==> src/design/dcs_consts.svh <==
// register offsets, field positions, reset values and timing counts of the dma channel
`ifndef DCS_CONSTS_SVH
`define DCS_CONSTS_SVH

`define DCS_OFF_SRC_ADDR   12'h000
`define DCS_OFF_DST_ADDR   12'h004
`define DCS_OFF_BYTE_CNT   12'h008
`define DCS_OFF_FUNC_CODE  12'h00c
`define DCS_OFF_STATUS     12'h010
`define DCS_OFF_CONTROL    12'h014

// control register fields
`define DCS_CTL_RUN        0
`define DCS_CTL_EXT_REQ    1
`define DCS_CTL_SRC_INC    2
`define DCS_CTL_DST_INC    3
`define DCS_CTL_SOURCE_OPERAND_SIZE_LO   4
`define DCS_CTL_DEST_OPERAND_SIZE_LO   6
`define DCS_CTL_SINGLE     8
`define DCS_CTL_MASK       32'h0000_01ff

// status register fields
`define DCS_ST_DONE        0
`define DCS_ST_BUS_ERR     1
`define DCS_ST_ACTIVE      2
`define DCS_ST_MASK        32'h0000_0003

// function code fields
`define DCS_FC_SRC_LO      0
`define DCS_FC_DST_LO      4
`define DCS_FC_MASK        32'h0000_0077

`define DCS_RESET_WORD     32'h0000_0000

// internal bus cycle length in clocks
`define DCS_INT_CYCLE_CLKS 2

`endif

==> src/design/dcs_pkg.sv <==
// types shared by the dma channel design files
package dcs_pkg;

	typedef enum logic [1:0] {
		DCS_SZ_LONG,
		DCS_SZ_BYTE,
		DCS_SZ_WORD,
		DCS_SZ_RSVD
	} dcs_size_t;

	typedef enum logic [2:0] {
		DCS_IDLE,
		DCS_RD_ADDR,
		DCS_RD_WAIT,
		DCS_WR_ADDR,
		DCS_WR_WAIT
	} dcs_state_t;

endpackage

==> src/design/dcs_chan.sv <==
// one dma channel: apb registers, request logic, read/write operand sequencer
//
// Summary of operation
// - incrementing address advances by 1, 2 or 4 per operand size
// - non-incrementing address stays unchanged after each operand
// - addresses still advance when a bus error ends the transfer
// - byte counter drops by 1, 2 or 4 when each operand completes
// - function codes loaded by software are driven on source and destination cycles
// - writing one to run bit starts the channel
// - internal request moves data at once after start
// - external request: no bus request until request input asserted
// - request input ignored while channel is not active
// - control field changes take effect at once while active
// - writing zero to run bit halts after the current bus cycle
// - a begun operand completes read and write before new requests; clearing run during its read drops the write
// - internal request bus cycles last two clocks
// - single-address mode runs one bus cycle per external request
//
// Design decisions made here: register access over APB and the register offsets.
`include "dcs_consts.svh"
`timescale 1ns/10ps
module dcs_chan
	import dcs_pkg::*;
(
	input  wire logic        mclk,                // system clock, 125 MHz
	input  wire logic        resetn,              // async reset, active low
	input  wire logic        psel,                // apb select
	input  wire logic        penable,             // apb access phase
	input  wire logic        pwrite,              // apb direction
	input  wire logic [11:0] paddr,               // apb byte address
	input  wire logic [31:0] pwdata,              // apb write data
	output logic      [31:0] prdata,              // apb read data
	output logic             pready,              // apb ready
	output logic             pslverr,             // apb error, unmapped address
	input  wire logic        transfer_request_in, // peripheral request, active high
	output logic             bus_req,             // bus request
	input  wire logic        bus_grant,           // bus granted
	output logic             bus_valid,           // bus cycle in progress
	output logic             bus_write,           // 1 write, 0 read
	output logic      [31:0] bus_addr,            // bus address
	output logic      [1:0]  bus_size,            // operand size code
	output logic      [2:0]  bus_fc,              // function code of cycle
	output logic      [31:0] bus_wdata,           // write data
	input  wire logic [31:0] bus_rdata,           // read data
	input  wire logic        bus_ack,             // cycle end
	input  wire logic        bus_err,             // cycle ended by bus error
	output logic             chan_active          // channel running
);
	typedef struct packed {
		logic [31:0] source_address_reg;
		logic [31:0] destination_address_reg;
		logic [31:0] byte_transfer_counter;
		logic [31:0] function_code_reg;
		logic [31:0] channel_control_reg;
		logic        st_done;
		logic        st_berr;
		dcs_state_t  state;
		logic        clk_cnt;
		logic        bus_valid;
		logic        bus_write;
		logic [31:0] bus_addr;
		logic [1:0]  bus_size;
		logic [2:0]  bus_fc;
		logic [31:0] bus_wdata;
		logic        pready;
		logic [31:0] prdata;
		logic        pslverr;
	} dcs_chan_st_t;

	dcs_chan_st_t s_q, s_d;

	logic        channel_run_bit;
	logic        ext_mode, single_mode;
	logic        source_addr_increment, dest_addr_increment;
	dcs_size_t   source_operand_size, dest_operand_size;
	logic [31:0] src_next, dst_next, src_step, dst_step;
	logic        wr_acc, rd_acc, req_ok, cyc_end;
	logic        fifo_in_ready, fifo_out_valid, fifo_pop;
	logic [31:0] fifo_out_data;

	assign channel_run_bit       = s_q.channel_control_reg[`DCS_CTL_RUN];
	assign ext_mode              = s_q.channel_control_reg[`DCS_CTL_EXT_REQ];
	assign single_mode           = s_q.channel_control_reg[`DCS_CTL_SINGLE];
	assign source_addr_increment = s_q.channel_control_reg[`DCS_CTL_SRC_INC];
	assign dest_addr_increment   = s_q.channel_control_reg[`DCS_CTL_DST_INC];
	assign source_operand_size   = dcs_size_t'(s_q.channel_control_reg[`DCS_CTL_SOURCE_OPERAND_SIZE_LO +: 2]);
	assign dest_operand_size     = dcs_size_t'(s_q.channel_control_reg[`DCS_CTL_DEST_OPERAND_SIZE_LO +: 2]);

	dcs_seq u_src (
		.addr_in  (s_q.source_address_reg),
		.inc_en   (source_addr_increment),
		.size     (source_operand_size),
		.addr_out (src_next),
		.step     (src_step)
	);

	dcs_seq u_dst (
		.addr_in  (s_q.destination_address_reg),
		.inc_en   (dest_addr_increment),
		.size     (dest_operand_size),
		.addr_out (dst_next),
		.step     (dst_step)
	);

	// read data waits here for its write cycle; a stalled write stalls new reads
	dcs_fifo #(.WIDTH(32), .DEPTH(4)) u_fifo (
		.mclk      (mclk),
		.resetn    (resetn),
		.flush     (s_q.state == DCS_IDLE),
		.in_valid  (s_q.state == DCS_RD_WAIT && cyc_end && !bus_err),
		.in_ready  (fifo_in_ready),
		.in_data   (bus_rdata),
		.out_valid (fifo_out_valid),
		.out_ready (fifo_pop),
		.out_data  (fifo_out_data)
	);

	assign wr_acc = psel && penable && pwrite && !s_q.pready;
	assign rd_acc = psel && !penable && !pwrite;
	// request input only looked at while running
	// external mode waits on the request input
	assign req_ok = channel_run_bit && (!ext_mode || transfer_request_in)
		&& (s_q.byte_transfer_counter != 32'h0);
	// internal cycles end after two clocks; external ones on ack
	assign cyc_end = ext_mode ? (bus_ack || bus_err)
		: (s_q.clk_cnt || bus_err);
	assign fifo_pop = (s_q.state == DCS_WR_ADDR) && fifo_out_valid;

	always_comb begin
		s_d = s_q;
		s_d.pready = psel && !s_q.pready && penable;
		if (rd_acc) begin
			s_d.pslverr = 1'b0;
			unique case (paddr)
				`DCS_OFF_SRC_ADDR:  s_d.prdata = s_q.source_address_reg;
				`DCS_OFF_DST_ADDR:  s_d.prdata = s_q.destination_address_reg;
				`DCS_OFF_BYTE_CNT:  s_d.prdata = s_q.byte_transfer_counter;
				`DCS_OFF_FUNC_CODE: s_d.prdata = s_q.function_code_reg;
				`DCS_OFF_CONTROL:   s_d.prdata = s_q.channel_control_reg;
				`DCS_OFF_STATUS:    s_d.prdata = {29'h0, chan_active, s_q.st_berr,
					s_q.st_done};
				default: begin
					s_d.prdata  = `DCS_RESET_WORD;
					s_d.pslverr = 1'b1;
				end
			endcase
		end else if (psel && !penable) begin
			s_d.prdata  = `DCS_RESET_WORD;
			s_d.pslverr = !(paddr inside {`DCS_OFF_SRC_ADDR, `DCS_OFF_DST_ADDR,
				`DCS_OFF_BYTE_CNT, `DCS_OFF_FUNC_CODE, `DCS_OFF_STATUS,
				`DCS_OFF_CONTROL});
		end

		// sequencer: rule-driven updates come before software writes
		s_d.clk_cnt = 1'b0;
		unique case (s_q.state)
			DCS_IDLE: begin
				s_d.bus_valid = 1'b0;
				if (req_ok) s_d.state = DCS_RD_ADDR;
			end
			DCS_RD_ADDR: begin
				if (bus_grant && fifo_in_ready) begin
					s_d.bus_valid = 1'b1;
					s_d.bus_write = 1'b0;
					s_d.bus_addr  = s_q.source_address_reg;
					s_d.bus_size  = source_operand_size;
					// source function code on read cycles
					s_d.bus_fc    = s_q.function_code_reg[`DCS_FC_SRC_LO +: 3];
					s_d.state     = DCS_RD_WAIT;
				end
			end
			DCS_RD_WAIT: begin
				s_d.clk_cnt = 1'b1;
				if (cyc_end) begin
					s_d.bus_valid = 1'b0;
					// source advances even on bus error
					s_d.source_address_reg = src_next;
					if (bus_err) begin
						s_d.st_berr = 1'b1;
						s_d.destination_address_reg = dst_next;
						s_d.channel_control_reg[`DCS_CTL_RUN] = 1'b0;
						s_d.state = DCS_IDLE;
					end else if (single_mode) begin
						// one bus cycle per request in single-address mode
						s_d.byte_transfer_counter = s_q.byte_transfer_counter - src_step;
						s_d.state = DCS_IDLE;
					end else begin
						// the write follows before any new request
						s_d.state = DCS_WR_ADDR;
					end
				end
			end
			DCS_WR_ADDR: begin
				if (fifo_out_valid) begin
					s_d.bus_valid = 1'b1;
					s_d.bus_write = 1'b1;
					s_d.bus_addr  = s_q.destination_address_reg;
					s_d.bus_size  = dest_operand_size;
					// destination function code on write cycles
					s_d.bus_fc    = s_q.function_code_reg[`DCS_FC_DST_LO +: 3];
					s_d.bus_wdata = fifo_out_data;
					s_d.state     = DCS_WR_WAIT;
				end
			end
			DCS_WR_WAIT: begin
				s_d.clk_cnt = 1'b1;
				if (cyc_end) begin
					s_d.bus_valid = 1'b0;
					s_d.destination_address_reg = dst_next;
					s_d.byte_transfer_counter = s_q.byte_transfer_counter - dst_step;
					if (bus_err) begin
						s_d.st_berr = 1'b1;
						s_d.channel_control_reg[`DCS_CTL_RUN] = 1'b0;
					end
					s_d.state = DCS_IDLE;
				end
			end
		endcase

		// counter at zero ends the channel
		if (s_q.state == DCS_IDLE && channel_run_bit
			&& s_q.byte_transfer_counter == 32'h0) begin
			s_d.channel_control_reg[`DCS_CTL_RUN] = 1'b0;
			s_d.st_done = 1'b1;
		end

		if (wr_acc) begin
			unique case (paddr)
				`DCS_OFF_SRC_ADDR:  s_d.source_address_reg = pwdata;
				`DCS_OFF_DST_ADDR:  s_d.destination_address_reg = pwdata;
				`DCS_OFF_BYTE_CNT:  s_d.byte_transfer_counter = pwdata;
				`DCS_OFF_FUNC_CODE: s_d.function_code_reg = pwdata & `DCS_FC_MASK;
				// control changes act on the next clock
				// run cleared: current cycle finishes, then idle
				`DCS_OFF_CONTROL:   s_d.channel_control_reg = pwdata & `DCS_CTL_MASK;
				// write one to clear; a same-cycle set wins
				`DCS_OFF_STATUS: begin
					if (pwdata[`DCS_ST_DONE] && s_d.st_done == s_q.st_done)
						s_d.st_done = 1'b0;
					if (pwdata[`DCS_ST_BUS_ERR] && s_d.st_berr == s_q.st_berr)
						s_d.st_berr = 1'b0;
				end
				default: ;
			endcase
		end

		// a halted channel leaves only after its cycle ends
		if (!s_d.channel_control_reg[`DCS_CTL_RUN]
			&& (s_d.state == DCS_RD_ADDR || s_d.state == DCS_WR_ADDR))
			s_d.state = DCS_IDLE;
	end

	always_ff @(posedge mclk or negedge resetn) begin
		if (!resetn) begin
			s_q <= '0;
		end else begin
			s_q <= s_d;
		end
	end

	// request held whenever the channel wants the bus
	assign bus_req     = s_q.state != DCS_IDLE;
	assign bus_valid   = s_q.bus_valid;
	assign bus_write   = s_q.bus_write;
	assign bus_addr    = s_q.bus_addr;
	assign bus_size    = s_q.bus_size;
	assign bus_fc      = s_q.bus_fc;
	assign bus_wdata   = s_q.bus_wdata;
	assign prdata      = s_q.prdata;
	assign pready      = s_q.pready;
	assign pslverr     = s_q.pslverr;
	assign chan_active = channel_run_bit;
endmodule

==> src/design/dcs_fifo.sv <==
// small synchronous fifo with valid/ready on both sides
`timescale 1ns/10ps
module dcs_fifo #(
	parameter int WIDTH = 32,
	parameter int DEPTH = 4
) (
	input  wire logic             mclk,     // system clock
	input  wire logic             resetn,   // async reset, active low
	input  wire logic             flush,    // drop all entries
	input  wire logic             in_valid, // write side valid
	output logic                  in_ready, // write side ready
	input  wire logic [WIDTH-1:0] in_data,  // write data
	output logic                  out_valid,// read side valid
	input  wire logic             out_ready,// read side ready
	output logic      [WIDTH-1:0] out_data  // read data, read combinationally from storage at the read pointer
);
	localparam int AW = $clog2(DEPTH);

	typedef struct packed {
		logic [AW-1:0] wp;
		logic [AW-1:0] rp;
		logic [AW:0]   cnt;
	} dcs_fifo_st_t;

	dcs_fifo_st_t s_q, s_d;
	logic [WIDTH-1:0] mem_q [DEPTH];
	logic push, pop;

	// count is one bit wider than the pointers, so full compares without wrap
	assign in_ready  = (s_q.cnt < (AW+1)'(DEPTH));
	assign out_valid = (s_q.cnt != '0);
	assign push      = in_valid && in_ready;
	assign pop       = out_valid && out_ready;
	assign out_data  = mem_q[s_q.rp];

	always_comb begin
		s_d = s_q;
		if (flush) begin
			s_d = '0;
		end else begin
			if (push) s_d.wp = s_q.wp + 1'b1;
			if (pop) s_d.rp = s_q.rp + 1'b1;
			s_d.cnt = s_q.cnt + (AW+1)'(push) - (AW+1)'(pop);
		end
	end

	always_ff @(posedge mclk or negedge resetn) begin
		if (!resetn) begin
			s_q <= '0;
		end else begin
			s_q <= s_d;
		end
	end

	// storage has no reset; only valid entries are ever read
	always_ff @(posedge mclk) begin
		if (push && !flush) mem_q[s_q.wp] <= in_data;
	end
endmodule

==> src/design/dcs_seq.sv <==
// address and byte counter step unit for one dma operand
`timescale 1ns/10ps
module dcs_seq
	import dcs_pkg::*;
(
	input  wire logic      [31:0] addr_in,  // current address
	input  wire logic             inc_en,   // increment enabled
	input  wire dcs_pkg::dcs_size_t size,   // operand size
	output logic           [31:0] addr_out, // next address
	output logic           [31:0] step      // bytes of one operand
);
	always_comb begin
		unique case (size)
			DCS_SZ_BYTE: step = 32'h0000_0001;
			DCS_SZ_WORD: step = 32'h0000_0002;
			default:     step = 32'h0000_0004;
		endcase
		addr_out = inc_en ? addr_in + step : addr_in;
	end
endmodule

==> config.mk <==
export PLATFORM = sky130hd
export DESIGN_NAME = dcs_chan
export DESIGN_NICKNAME = d
export VERILOG_FILES = /design/src/design/dcs_pkg.sv /design/src/design/dcs_chan.sv /design/src/design/dcs_fifo.sv /design/src/design/dcs_seq.sv
export VERILOG_INCLUDE_DIRS = /design/src /design/src/design
export SDC_FILE = /design/constraint.sdc
export NUM_CORES = 1
export LEC_CHECK = 0
export ABC_AREA = 0
export BUFFER_PORTS_ARGS = -buffer_cell sky130_fd_sc_hd__buf_4
export CORE_ASPECT_RATIO = 1.4
export CORE_MARGIN = 2
export CORE_UTILIZATION = 45
export DETAILED_ROUTE_END_ITERATION = 10
export PLACE_DENSITY_LB_ADDON = 0.05
export SLEW_MARGIN = 20
export SYNTH_ARGS = -nofsm -noshare
export SYNTH_HDL_FRONTEND = slang
export SYNTH_HIERARCHICAL = 1
export SYNTH_SLANG_ARGS = --single-unit
export TNS_END_PERCENT = 5
==> constraint.sdc <==
create_clock -name mclk -period 3.9 [get_ports mclk]
set_input_delay 0.39 -clock mclk [delete_from_list [all_inputs] [get_ports mclk]]
set_output_delay 0.39 -clock mclk [all_outputs]
set_load 0.05 [all_outputs]
==> reports/qor_table.md, run 1 <==
| Parameter | This run |
|---|---|
| Crit start category | flop |
| Total track usage | 24.8% |
| Filler Cells Inserted | 4467 |
| First-pass GRT wire length | 96.4 mm |
| CTS clk-pin slew, worst paths | 0.07 ns |
| CP bufs+invs | 1 |
| Diodes inserted | 0 |
| Number of pins with negative max-slew slack in the final report | 0 |
| Number of antenna violations at the first check in global routing | 0 |
| Number of H-tree levels | 2 |
| Worst path cell trace | inv_1 > ha_1 > ha_1 > fa_1 > nand2b_1 > a21o_1 > a21o_1 > a211oi_2 > o2111a_1 > or3_4 > a31oi_1 > o311a_1 > a31oi_1 |
| Power Density | 342 mW/mm² |
| Die footprint | 0.0499 mm² |
| Most repeated cell in the gate-level netlist after synthesis | sky130_fd_sc_hd__dfrtp_1 |
| HPWL after detailed placement | 44.1 mm |
| Critical path data arrival time | 3.90 ns |
| Largest area contributor in the netlist | sky130_fd_sc_hd__dfrtp_1 |
| Number of buffers inserted during clock tree synthesis | 38 |
| Post-synthesis cell count | 2155 |
| Critical path fanouts, max | 5 |
| Post-route design area | 0.0240 mm² |
| Leak pwr | 10.7 nW |
| Post-synth cell types | 89 |
| Transition time at the pin with the least slew margin | 1.09 ns |
| Finish-stage setup viols | 0 |
| Max-Cap Viols | 0 |
| Period utilization | 87.9% |
| Logic depth of the worst setup path including buffers | 13 |
| Clock Sinks | 357 |
| Root Buffer Master | sky130_fd_sc_hd__clkbuf_16 |
| Depth of the worst hold-timing path | 1 |
| TritonCTS clock tree | built |
| Sum Neg Setup Slack | 0 ns |
| Post-route core utilization | 50.2% |
| Class of the tightest hold or removal check | input pin to flop |
| Die span in y | 263 µm |
| Area contributors post-synth | sky130_fd_sc_hd__dfrtp_1 26%, sky130_fd_sc_hd__edfxtp_1 18%, sky130_fd_sc_hd__buf_4 5.5% |
| Cells after DPL | 2808 |
| Setup crit end kind | flop |
| RSZ-0062 raised after global routing | false |
| Minimum period implied by the final worst setup slack | 3.43 ns |
| Most used flip-flop cell after synthesis | sky130_fd_sc_hd__dfrtp_1 |
| Proportion of register bits with asynchronous set or reset after synthesis | 64.1% |
| Latest clock arrival within the worst-skew pair | 0.56 ns |
| Initial standard-cell utilization of the core | 45.3% |
| Sequential-to-total area share from yosys stat | 44.3% |
| DR vias | 16559 |
| Number of nets at the end of the flow | 2388 |
| Number of buffers added on ports | 191 |
| Violation count after the first detailed-route iteration | 1380 |
| DR pass1 iterations | 6 |
| Number of remaining DRC errors | 0 |
| Normalized max-slew margin | 27.5% |
| Drt wl/cell | 21.7 µm |
| Area share of the largest cell type after synthesis | 26.5% |
| Number of standard cells in the final layout excluding fillers | 2878 |
| Worst Path Required | 4.37 ns |
| Row Count | 95 |
| Leftover overflow at the end of global routing | 0 |
| Area of the core region | 0.0478 mm² |
| Cell Area, Placed | 0.0228 mm² |
| Number of enable flip-flop cells after synthesis | 128 |
| Final count of hold timing violations | 0 |
| Number of global-route vias before repair | 16542 |
| Layout Area Growth over Synthesis | 10.9% |
| Post-route antenna net violation count | 0 |
| Buffers inserted during post-CTS setup optimization | 0 |
| Depth of the worst register-to-register path | 13 |
| Clock buffer depth | 3 |
| I/O pin count | 192 |
| Number of warnings printed during yosys synthesis | 6 |
| Synth Register Bits | 357 |
| Horizontal die dimension | 189 µm |
| Slowest stage cell, crit path | sky130_fd_sc_hd__dfrtp_1 |
| Gate family responsible for the most delay along the worst path | compound AO/OA/AOI/OAI gates |
| Largest net degree at the start of global routing | 102 |
| Leading cell types by count after synthesis | 229 x sky130_fd_sc_hd__dfrtp_1, 197 x sky130_fd_sc_hd__nand2_1, 159 x sky130_fd_sc_hd__buf_4 |
| Global placer's final weighted congestion | 0.882 |
| Setup Skew | 0.0218 ns |
| Achievable frequency | 292 MHz |
| Result of the run | completed |
| Category of the critical setup timing path | flop to flop |
| Synth Area per Inst | 10.0 µm² |
| Vias per std cell | 5.75 |
| Routed wire length | 62.4 mm |
| Netlist area before placement | 0.0216 mm² |
| Critical Path Max Stage Delay | 0.43 ns |
| Fraction of final layout cells with drive strength greater than 1 | 18.0% |
| Worst voltage drop across the vdd grid | 0.386 mV |
-- cell type report --
type	count	area (µm²)	share of cell area [%]
Sequential cell	357	9580	39.9
Clock buffer	56	1100	4.58
Clock inverter	13	106	0.443
Timing Repair Buffer	235	1810	7.55
Tap cell	630	788	3.28
Inverter	136	510	2.13
Multi-Input combinational cell	1451	10100	42.1
-- per-layer routing --
metal  track usage (%)  wire [µm]  vias up
met2              42.4      30400      549
met4              8.28       1960        0
met1              31.7      26200     8157
met3              4.55       3800      105
met5                 0          0        -
li1                  -          -     7748
-- cells by family (layout without fill, tap and decap cells) --
group / after synthesis / after routing / share of synthesized area (%)
other: 2 / 58 / 0.0347
xor gates and xnor gates: 110 / 110 / 4.45
muxes: 116 / 116 / 7.57
AOI/OAI and AO/OA: 508 / 508 / 16.0
buffers and inverters: 403 / 440 / 10.2
and+or+nand+nor: 575 / 575 / 12.4
DFF: 357 / 357 / 44.3
adders and majority gates: 84 / 84 / 5.03
-- registers in the layout, summed over array words and instances (netlist names) --
| name | cells |
|---|---|
| u_fifo/mem_q | 128 |
| s_q | 112 |
| bus_addr | 32 |
| bus_wdata | 32 |
| prdata | 32 |
| u_fifo/s_q | 7 |
| bus_fc | 3 |
| bus_size | 2 |
| dest_operand_size | 2 |
| bus_valid | 1 |
| bus_write | 1 |
| chan_active | 1 |
| dest_addr_increment | 1 |
| ext_mode | 1 |
| pready | 1 |
| pslverr | 1 |
-- layout by cell type (no fill, tap or decap), types with 8 or more instances in the layout --
master / count
sky130_fd_sc_hd__a21o_1: 22
sky130_fd_sc_hd__o22ai_1: 10
sky130_fd_sc_hd__a21oi_1: 108
sky130_fd_sc_hd__and2_1: 9
sky130_fd_sc_hd__nand3_1: 71
sky130_fd_sc_hd__clkbuf_1: 11
sky130_fd_sc_hd__a31oi_1: 51
sky130_fd_sc_hd__a222oi_1: 43
sky130_fd_sc_hd__nand2b_1: 19
sky130_fd_sc_hd__mux2_2: 49
sky130_fd_sc_hd__o21ai_0: 107
sky130_fd_sc_hd__o21a_1: 8
sky130_fd_sc_hd__mux4_2: 28
sky130_fd_sc_hd__nor2_1: 144
sky130_fd_sc_hd__a22o_1: 26
sky130_fd_sc_hd__xnor2_1: 46
sky130_fd_sc_hd__o211ai_1: 10
sky130_fd_sc_hd__nand4_1: 11
sky130_fd_sc_hd__dfrtp_1: 228
sky130_fd_sc_hd__and3_1: 14
sky130_fd_sc_hd__edfxtp_1: 128
sky130_fd_sc_hd__a221oi_1: 19
sky130_fd_sc_hd__ha_1: 79
sky130_fd_sc_hd__nand2_1: 196
sky130_fd_sc_hd__nor3_1: 35
sky130_fd_sc_hd__a22oi_1: 35
sky130_fd_sc_hd__conb_1: 58
sky130_fd_sc_hd__clkbuf_16: 39
sky130_fd_sc_hd__mux2i_1: 35
sky130_fd_sc_hd__xor2_1: 64
sky130_fd_sc_hd__buf_4: 230
sky130_fd_sc_hd__nor4_1: 17
sky130_fd_sc_hd__inv_1: 136
sky130_fd_sc_hd__nor2b_1: 17
-- metrics by stage --
step | setup slack, ns | hold WS, ns | power [W]
after detailed placement | 0.523 | 0.391 | 0.00468
after floorplan | 0.988 | 0.0944 | 0.00443
final | 0.471 | 0.0338 | 0.00820
after global placement | 0.591 | 0.391 | 0.00467
after CTS | 0.499 | 0.00321 | 0.00829
after global routing | 0.222 | 0.00966 | 0.00852
-- repair_timing --
action | in CTS | in global routing
gates resized for setup | 0 | 0
hold buffers | 1 | 0
hold endpoints to repair | 61 | 0
-- worst paths after layout --
check / startpoint / endpoint / slack (ns)
worst max-delay path: s_q[116] / s_q[205] / 0.47
worst min-delay path: bus_rdata[28] / u_fifo/mem_q[2][28] / 0.03
worst max register to register: s_q[116] / s_q[205] / 0.47
worst min register to register: pready / pready / 0.47
max in group asynchronous: resetn / prdata[28] / 2.55
min in group asynchronous: resetn / s_q[212] / 0.39
-- where the power goes --
group          internal, W  leakage (nW)  switching (W)
clock              0.00203         0.583        0.00156
combinational     0.000256          5.79       0.000416
sequential         0.00390          4.30      0.0000349
total              0.00619          10.7        0.00201
No activity file was read; power rests on OpenSTA's default activity.
==> run 2, diff against run 1 <==
- PLACE_DENSITY_LB_ADDON: 0.05 -> default
- RECOVER_POWER: default -> 50
==> run 2 against run 1 <==
  * The run now ends with capacitance limit, slew limit left
  * Wire length rose by 0.27%
  * Register-to-register slack barely moved
  * Count of clock-buffer cells in the layout fell by 2
  * Sequential power barely moved
  * Flip-flop and latch count did not move
  * Die area did not move
  * Cell count rose by 0.14%
  * Worst hold slack improved by 0.041 ns
  * Critical path type unchanged
==> reports/qor_table.md, run 2 (synthesized netlist as in run 1, its figures left out) <==
| Parameter | This run | Delta |
|---|---|---|
| Result of the run | finished with violations |  |
| Failing checks | capacitance limit, slew limit |  |
| Global placer's final weighted congestion | 0.945 | +7.2% |
| Period utilization | 87.9% | about the same |
| First-pass GRT wire length | 96.7 mm | +0.38% |
| I/O pin count | 192 | unchanged |
| Critical path fanouts, max | 5 | unchanged |
| Number of nets at the end of the flow | 2394 | +0.25% |
| Die footprint | 0.0499 mm² | unchanged |
| Number of buffers added on ports | 191 | unchanged |
| Minimum period implied by the final worst setup slack | 3.43 ns | -0.00231 ns |
| Category of the critical setup timing path | flop to flop |  |
| Number of flip-flops in the largest register | 128 | unchanged |
| Max-Cap Viols | 1 | +1 |
| Filler Cells Inserted | 4449 | -0.40% |
| End of the worst register-to-register path | s_q[205] |  |
| Sum Neg Setup Slack | 0 ns | unchanged |
| Setup Skew | 0.0205 ns | -0.00127 ns |
| Diodes inserted | 0 | unchanged |
| Worst reg-to-reg setup slack | 0.47 ns | about the same |
| Worst voltage drop across the vdd grid | 0.360 mV | -6.7% |
| Fin worst setup slack | 0.473 ns | +0.00231 ns |
| Routed wire length | 62.5 mm | +0.27% |
| HPWL after detailed placement | 44.4 mm | +0.79% |
| Root Buffer Master | sky130_fd_sc_hd__clkbuf_16 |  |
| Most common cell after layout, fill and taps aside | sky130_fd_sc_hd__dfrtp_1 |  |
| Post-route antenna net violation count | 0 | unchanged |
| Violation count after the first detailed-route iteration | 1527 | +11% |
| Wire length on met3 | 3.88 mm | +2.2% |
| Number of antenna violations at the first check in global routing | 0 | unchanged |
| Logic depth of the worst setup path including buffers | 13 | unchanged |
| Row Count | 95 | unchanged |
| Detailed-routing wirelength on met1 | 25.2 mm | -3.5% |
| Finish-stage setup viols | 0 | unchanged |
| Normalized max-slew margin | -60.3% | -88 points |
| Number of H-tree levels | 2 | unchanged |
| Leftover overflow at the end of global routing | 0 | unchanged |
| Clock buffer depth | 3 | unchanged |
| Layout Area Growth over Synthesis | 9.76% |  |
| Reg-to-reg critical path startpoint | s_q[116] |  |
| CP bufs+invs | 1 | unchanged |
| Horizontal die dimension | 189 µm | unchanged |
| Total track usage | 25.0% | +0.14 points |
| Fraction of final layout cells with drive strength greater than 1 | 14.3% | -3.6 points |
| Number of pins with negative max-slew slack in the final report | 88 | +88 |
| Latest clock arrival within the worst-skew pair | 0.56 ns | about the same |
| FF/Latch Area | 0.00958 mm² | unchanged |
| Die span in y | 263 µm | unchanged |
| Routed wire length on met2 | 31.2 mm | +2.5% |
| Biggest registers after layout | u_fifo/mem_q (128), s_q (112) |  |
| DR pass1 iterations | 7 | +1 |
| Leak pwr | 10.4 nW | -2.7% |
| Worst path cell trace | inv_1 > ha_1 > ha_1 > fa_1 > nand2b_1 > a21o_1 > a21o_1 > a211oi_2 > o2111a_1 > or3_4 > a31oi_1 > o311a_1 > a31oi_1 |  |
| Initial standard-cell utilization of the core | 45.3% | unchanged |
| CTS clk-pin slew, worst paths | 0.07 ns | about the same |
| Crit start category | flop |  |
| Sink of the worst hold path | s_q[251] |  |
| Largest net degree at the start of global routing | 88 | -14% |
| Uppermost signal routing layer after detailed routing | met4 |  |
| Depth of the worst hold-timing path | 3 | +2 |
| Critical Path Max Stage Delay | 0.43 ns | about the same |
| Post-route core utilization | 49.7% | -0.53 points |
| Area of the core region | 0.0478 mm² | unchanged |
| Number of remaining DRC errors | 0 | unchanged |
| Number of buffers inserted during clock tree synthesis | 38 | unchanged |
| Vias per std cell | 5.77 | +0.23% |
| Final count of hold timing violations | 0 | unchanged |
| Achievable frequency | 292 MHz | about the same |
| Setup crit end kind | flop |  |
| Class of the tightest hold or removal check | input pin to flop |  |
| Footprint of the multi-input gates | 0.0101 mm² | unchanged |
| Number of global-route vias before repair | 16524 | -0.11% |
| Commonest non-fill, non-tap cells in the layout | 228 x sky130_fd_sc_hd__dfrtp_1, 196 x sky130_fd_sc_hd__nand2_1, 145 x sky130_fd_sc_hd__buf_4 |  |
| Register name with the most flops | u_fifo/mem_q |  |
| DR vias | 16620 | +0.37% |
| Worst setup timing slack at the placement stage | 0.513 ns | -0.0100 ns |
| TritonCTS clock tree | built |  |
| Power Density | 348 mW/mm² | +1.9% |
| Drt wl/cell | 21.7 µm | +0.13% |
| Depth of the worst register-to-register path | 13 | unchanged |
| Gate family responsible for the most delay along the worst path | compound AO/OA/AOI/OAI gates |  |
| RSZ-0062 raised after global routing | false |  |
| Worst Path Required | 4.37 ns | about the same |
| Start point of the worst min-delay path | pwdata[12] |  |
| Slowest stage cell, crit path | sky130_fd_sc_hd__dfrtp_1 |  |
| Clock Sinks | 357 | unchanged |
| Transition time at the pin with the least slew margin | 2.40 ns | +1.32 ns |
| Critical path data arrival time | 3.90 ns | about the same |
-- run 2: cell types whose count changed in the layout (fill, tap and decap cells not counted), moves of 2 or more --
cell                            change
sky130_fd_sc_hd__clkbuf_2           +4
sky130_fd_sc_hd__buf_4             -85
sky130_fd_sc_hd__clkbuf_1          +81
sky130_fd_sc_hd__dlygate4sd3_1      +5
sky130_fd_sc_hd__clkbuf_4           +2
sky130_fd_sc_hd__clkinvlp_4         -3
sky130_fd_sc_hd__buf_12             -2
sky130_fd_sc_hd__clkinv_2           -2
sky130_fd_sc_hd__clkinv_4           +3
-- run 2: how the worst max path moves through the flow --
| stage | start | to | slack [ns] |
|---|---|---|---|
| finish | s_q[116] | s_q[205] | 0.47 |
| global route | resetn | s_q[233] | 0.16 |
| CTS | s_q[116] | s_q[205] | 0.50 |
| detailed placement | s_q[116] | s_q[205] | 0.51 |
| global placement | s_q[116] | s_q[205] | 0.58 |
| floorplan | dest_operand_size[1] | s_q[199] | 0.99 |
-- run 2: worst register-to-register path, cell delays in order (launching register included) --
cell                       delay, ns
sky130_fd_sc_hd__dfrtp_1        0.43
sky130_fd_sc_hd__inv_1          0.07
sky130_fd_sc_hd__ha_1           0.21
sky130_fd_sc_hd__ha_1           0.21
sky130_fd_sc_hd__fa_1           0.40
sky130_fd_sc_hd__nand2b_1       0.20
sky130_fd_sc_hd__a21o_1         0.21
sky130_fd_sc_hd__a21o_1         0.20
sky130_fd_sc_hd__a211oi_2       0.43
sky130_fd_sc_hd__o2111a_1       0.29
sky130_fd_sc_hd__or3_4          0.16
sky130_fd_sc_hd__a31oi_1        0.08
sky130_fd_sc_hd__o311a_1        0.34
sky130_fd_sc_hd__a31oi_1        0.13
-- run 2: cell type report --
cell class                      instances  share of cell area, %
Clock buffer                           54                   4.65
Clock inverter                         13                  0.617
Inverter                              136                   2.15
Multi-Input combinational cell       1451                   42.6
Sequential cell                       357                   40.3
Tap cell                              630                   3.32
Timing Repair Buffer                  241                   6.38
-- run 2: metrics by stage --
stage / total power [W] / std cells / hold slack (ns) / instance area (µm²)
3_3_place_gp: 0.00467 / 2809 / 0.460 / 22800
4_1_cts: 0.00838 / 2882 / 0.000398 / 24100
5_1_grt: 0.00857 / 2882 / 0.0738 / 23700
2_1_floorplan: 0.00443 / 2211 / 0.0944 / 21800
6_report: 0.00826 / 2882 / 0.0749 / 23700
3_5_place_dp: 0.00467 / 2809 / 0.461 / 22800
-- run 2: layer usage --
metal / track usage, % / vias to the layer above
met5: 0 / -
met3: 3.92 / 111
met1: 31.3 / 8166
li1: - / 7755
met4: 8.59 / 0
met2: 43.7 / 588
-- run 2: where the power goes --
group / total, W / internal (W) / leakage, nW / switching [W]
combinational: 0.000652 / 0.000239 / 5.47 / 0.000413
sequential: 0.00394 / 0.00390 / 4.30 / 0.0000394
clock: 0.00367 / 0.00212 / 0.613 / 0.00154
total: 0.00826 / 0.00627 / 10.4 / 0.00200
-- run 2: what timing repair did --
action	in CTS	in global routing
hold endpoints to repair	100	0
hold buffers	6	0
setup buffers	0	0
gates resized for setup	0	0
==> run 3, diff against run 2 <==
- SLEW_MARGIN: 20 -> default
- SYNTH_HIERARCHICAL: 1 -> default
==> run 3 against run 2 <==
  * The flow still finishes with violations (capacitance limit, slew limit)
  * Cell count is 23% lower
  * Clock skew is 0.0028 ns lower
  * Worst hold slack better by 0.0022 ns
  * First-iteration DRC count is 39% lower
  * Global-route usage is 1.6 points lower
  * Clock power is 1% higher
  * Critical endpoint is now s_q[196]
==> reports/qor_table.md, run 3 <==
| Parameter | This run | Delta |
|---|---|---|
| Result of the run | finished with violations |  |
| Failing checks | capacitance limit, slew limit |  |
| Post-route worst hold slack | 0.0771 ns | +0.00218 ns |
| Final count of hold timing violations | 0 | unchanged |
| Horizontal die dimension | 173 µm | -8.9% |
| Portion of netlist area occupied by mux cells | 9.35% | +1.8 points |
| Synthesized-area fraction occupied by adder cells | 2.17% | -2.9 points |
| Post-route antenna net violation count | 0 | unchanged |
| Most repeated cell in the gate-level netlist after synthesis | sky130_fd_sc_hd__dfrtp_1 |  |
| Biggest registers after layout | u_fifo.mem_q (128), s_q (112) |  |
| Transition time at the pin with the least slew margin | 2.47 ns | +0.0690 ns |
| Most used flip-flop cell after synthesis | sky130_fd_sc_hd__dfrtp_1 |  |
| HPWL after detailed placement | 33.5 mm | -25% |
| Clock buffer depth | 3 | unchanged |
| Class of the tightest hold or removal check | input pin to flop |  |
| Number of warnings printed during yosys synthesis | 0 | -6 |
| Root Buffer Master | sky130_fd_sc_hd__clkbuf_16 |  |
| I/O pin count | 192 | unchanged |
| Vias per std cell | 5.62 | -2.5% |
| DR vias | 12550 | -24% |
| Gate family responsible for the most delay along the worst path | compound AO/OA/AOI/OAI gates |  |
| Start point of the worst min-delay path | pwdata[12] |  |
| Slowest stage cell, crit path | sky130_fd_sc_hd__a2111oi_2 |  |
| Die footprint | 0.0414 mm² | -17% |
| Max-Cap Viols | 1 | unchanged |
| Number of enable flip-flop cells after synthesis | 128 | unchanged |
| Power Density | 399 mW/mm² | +15% |
| Violation count after the first detailed-route iteration | 929 | -39% |
| Sum Neg Setup Slack | 0 ns | unchanged |
| Fraction of final layout cells with drive strength greater than 1 | 15.4% | +1.0 points |
| Worst Path Required | 4.35 ns | -0.02 ns |
| Drt wl/cell | 21.6 µm | -0.32% |
| Worst voltage drop across the vdd grid | 0.407 mV | +13% |
| Number of remaining DRC errors | 0 | unchanged |
| Clock Sinks | 357 | unchanged |
| Largest net degree at the start of global routing | 87 | -1.1% |
| Commonest non-fill, non-tap cells in the layout | 228 x sky130_fd_sc_hd__dfrtp_1, 189 x sky130_fd_sc_hd__nor2_1, 140 x sky130_fd_sc_hd__clkbuf_1 |  |
| Normalized max-slew margin | -64.9% | -4.6 points |
| Critical path data arrival time | 3.71 ns | -0.19 ns |
| RSZ-0062 raised after global routing | false |  |
| Post-synthesis cell count | 1593 | -26% |
| Register name with the most flops | u_fifo.mem_q |  |
| Area share of the largest cell type after synthesis | 32.0% | +5.5 points |
| Number of buffers added on ports | 191 | unchanged |
| Worst setup timing slack at the placement stage | 0.701 ns | +0.188 ns |
| Number of nets at the end of the flow | 1788 | -25% |
| Area contributors post-synth | sky130_fd_sc_hd__dfrtp_1 32%, sky130_fd_sc_hd__edfxtp_1 21%, sky130_fd_sc_hd__mux4_2 4.7% |  |
| Synth Register Bits | 357 | unchanged |
| Latest clock arrival within the worst-skew pair | 0.55 ns | about the same |
| First-pass GRT wire length | 75.2 mm | -22% |
| Number of flip-flops in the largest register | 128 | unchanged |
| Number of H-tree levels | 2 | unchanged |
| Area of the core region | 0.0393 mm² | -18% |
| Sequential-to-total area share from yosys stat | 53.5% | +9.3 points |
| Simple-gate share of the synthesized area | 12.9% | +0.51 points |
| DR pass1 iterations | 7 | unchanged |
| Layout Area Growth over Synthesis | 11.6% |  |
| CP bufs+invs | 2 | +1 |
| TritonCTS clock tree | built |  |
| Finish-stage setup viols | 0 | unchanged |
| Total track usage | 23.4% | -1.6 points |
| Synth Area per Inst | 11.2 µm² | +12% |
| Leftover overflow at the end of global routing | 0 | unchanged |
| Netlist area before placement | 0.0179 mm² | -17% |
| Proportion of register bits with asynchronous set or reset after synthesis | 64.1% | unchanged |
| Buffers inserted during post-CTS setup optimization | 0 | unchanged |
| Number of antenna violations at the first check in global routing | 0 | unchanged |
| Most common cell after layout, fill and taps aside | sky130_fd_sc_hd__dfrtp_1 |  |
| Crit start category | flop |  |
| Number of pins with negative max-slew slack in the final report | 86 | -2.3% |
| Routed wire length | 48.3 mm | -23% |
| Category of the critical setup timing path | flop to flop |  |
| Setup Skew | 0.0177 ns | -0.00279 ns |
| Critical path fanouts, max | 10 | +5 |
| Minimum period implied by the final worst setup slack | 3.26 ns | -0.165 ns |
| Leading cell types by count after synthesis | 229 x sky130_fd_sc_hd__dfrtp_1, 190 x sky130_fd_sc_hd__nor2_1, 128 x sky130_fd_sc_hd__edfxtp_1 |  |
| Dominant combinational cell family by area after synthesis | simple AND/OR/NAND/NOR gates |  |
| Post-route design area | 0.0200 mm² | -16% |
| Period utilization | 83.6% | -4.2 points |
| Cell Area, Placed | 0.0192 mm² | -16% |
| Fin worst setup slack | 0.638 ns | +0.165 ns |
| Leak pwr | 8.14 nW | -22% |
| CP Launch Point | s_q[115] |  |
| CTS clk-pin slew, worst paths | 0.07 ns | about the same |
| Post-synthesis compound-gate area fraction | 10.6% | -5.5 points |
| Largest area contributor in the netlist | sky130_fd_sc_hd__dfrtp_1 |  |
| Die span in y | 240 µm | -8.9% |
| Number of buffers inserted during clock tree synthesis | 37 | -2.6% |
| Achievable frequency | 307 MHz | +5.1% |
| Critical Path Max Stage Delay | 0.64 ns | +0.21 ns |
| Reg-to-reg critical path startpoint | s_q[115] |  |
| Worst path cell trace | inv_1 > ha_1 > inv_1 > ha_1 > nor2b_1 > o21ai_0 > nand4_2 > a2111oi_2 > a211oi_1 > a311oi_1 |  |
| Row Count | 86 | -9.5% |
| Post-synth cell types | 80 | -10% |
| Global placer's final weighted congestion | 0.879 | -7.0% |
| Initial standard-cell utilization of the core | 45.5% | +0.27 points |
| Post-route core utilization | 50.8% | +1.1 points |
| Setup crit end kind | flop |  |
| Number of global-route vias before repair | 12991 | -21% |
| Syn_nets | 1706 |  |
| Post-synthesis xor/xnor area fraction | 4.21% | -0.24 points |
[run 3: cell count changes after synthesis, moves of 19 or more]
| cell | before | now |
|---|---|---|
| sky130_fd_sc_hd__a21o_1 | 22 | 3 |
| sky130_fd_sc_hd__a222oi_1 | 43 | 12 |
| sky130_fd_sc_hd__a22o_1 | 26 | 1 |
| sky130_fd_sc_hd__a22oi_1 | 35 | 7 |
| sky130_fd_sc_hd__a31oi_1 | 51 | 10 |
| sky130_fd_sc_hd__buf_4 | 159 | 101 |
| sky130_fd_sc_hd__ha_1 | 79 | 23 |
| sky130_fd_sc_hd__inv_1 | 136 | 43 |
| sky130_fd_sc_hd__nand2_1 | 197 | 108 |
| sky130_fd_sc_hd__nand3_1 | 71 | 28 |
| sky130_fd_sc_hd__nor2_1 | 146 | 190 |
| sky130_fd_sc_hd__nor3_1 | 36 | 13 |
| sky130_fd_sc_hd__o21ai_0 | 108 | 66 |
| sky130_fd_sc_hd__xor2_1 | 64 | 40 |
[run 3: what timing repair did]
| action | in CTS | in global routing |
|---|---|---|
| gates resized for setup | 0 | 0 |
| endpoints found under the hold margin | 82 | 0 |
| hold buffers | 1 | 0 |
| endpoints found under the setup margin | 0 | 0 |
[run 3: cell type report]
class | instances | area (µm²)
Sequential cell | 357 | 9580
Fill cell | 3645 | 19300
Clock inverter | 20 | 231
Tap cell | 528 | 661
Clock buffer | 48 | 1030
Timing Repair Buffer | 232 | 1250
Antenna cell | 1 | 2.50
Inverter | 44 | 165
Multi-Input combinational cell | 1003 | 7050
[run 3: kinds of logic after synthesis]
group	Yosys count
DFF	357
xor gates and xnor gates	86
adders and majority gates	28
AOI/OAI and AO/OA	298
and+or+nand+nor	476
buffers and inverters	233
muxes	115
[run 3: final timing paths]
check	endpoint	slack (ns)	depth (start not counted)
max	s_q[196]	0.64	10
min	s_q[187]	0.08	3
max reg2reg	s_q[196]	0.64	10
min reg2reg	prdata[16]	0.48	2
max in group asynchronous	prdata[27]	0.95	3
min in group asynchronous	s_q[148]	1.12	2
[run 3: worst min-delay path: stages]
cell and delay (ns):
sky130_fd_sc_hd__buf_4 0.10, sky130_fd_sc_hd__nand2_1 0.04, sky130_fd_sc_hd__o21ai_0 0.05
[run 3: per-stage QoR]
stage	instances	total power (W)
after CTS	2232	0.00806
final	2233	0.00796
after global routing	2232	0.00820
after detailed placement	2163	0.00434
after global placement	2163	0.00434
after floorplan	1593	0.00413
[run 3: where the power goes]
part           switching (W)  internal (W)
clock network        0.00151       0.00220
logic               0.000213      0.000112
registers          0.0000232       0.00390
[run 3: routing by layer]
layer | GRT usage [%] | vias up | wire length (µm)
met5 | 0 | - | 0
met3 | 5.12 | 113 | 3210
met4 | 9.87 | 0 | 1850
li1 | - | 5828 | -
met2 | 41.6 | 400 | 24700
met1 | 27.5 | 6209 | 18500
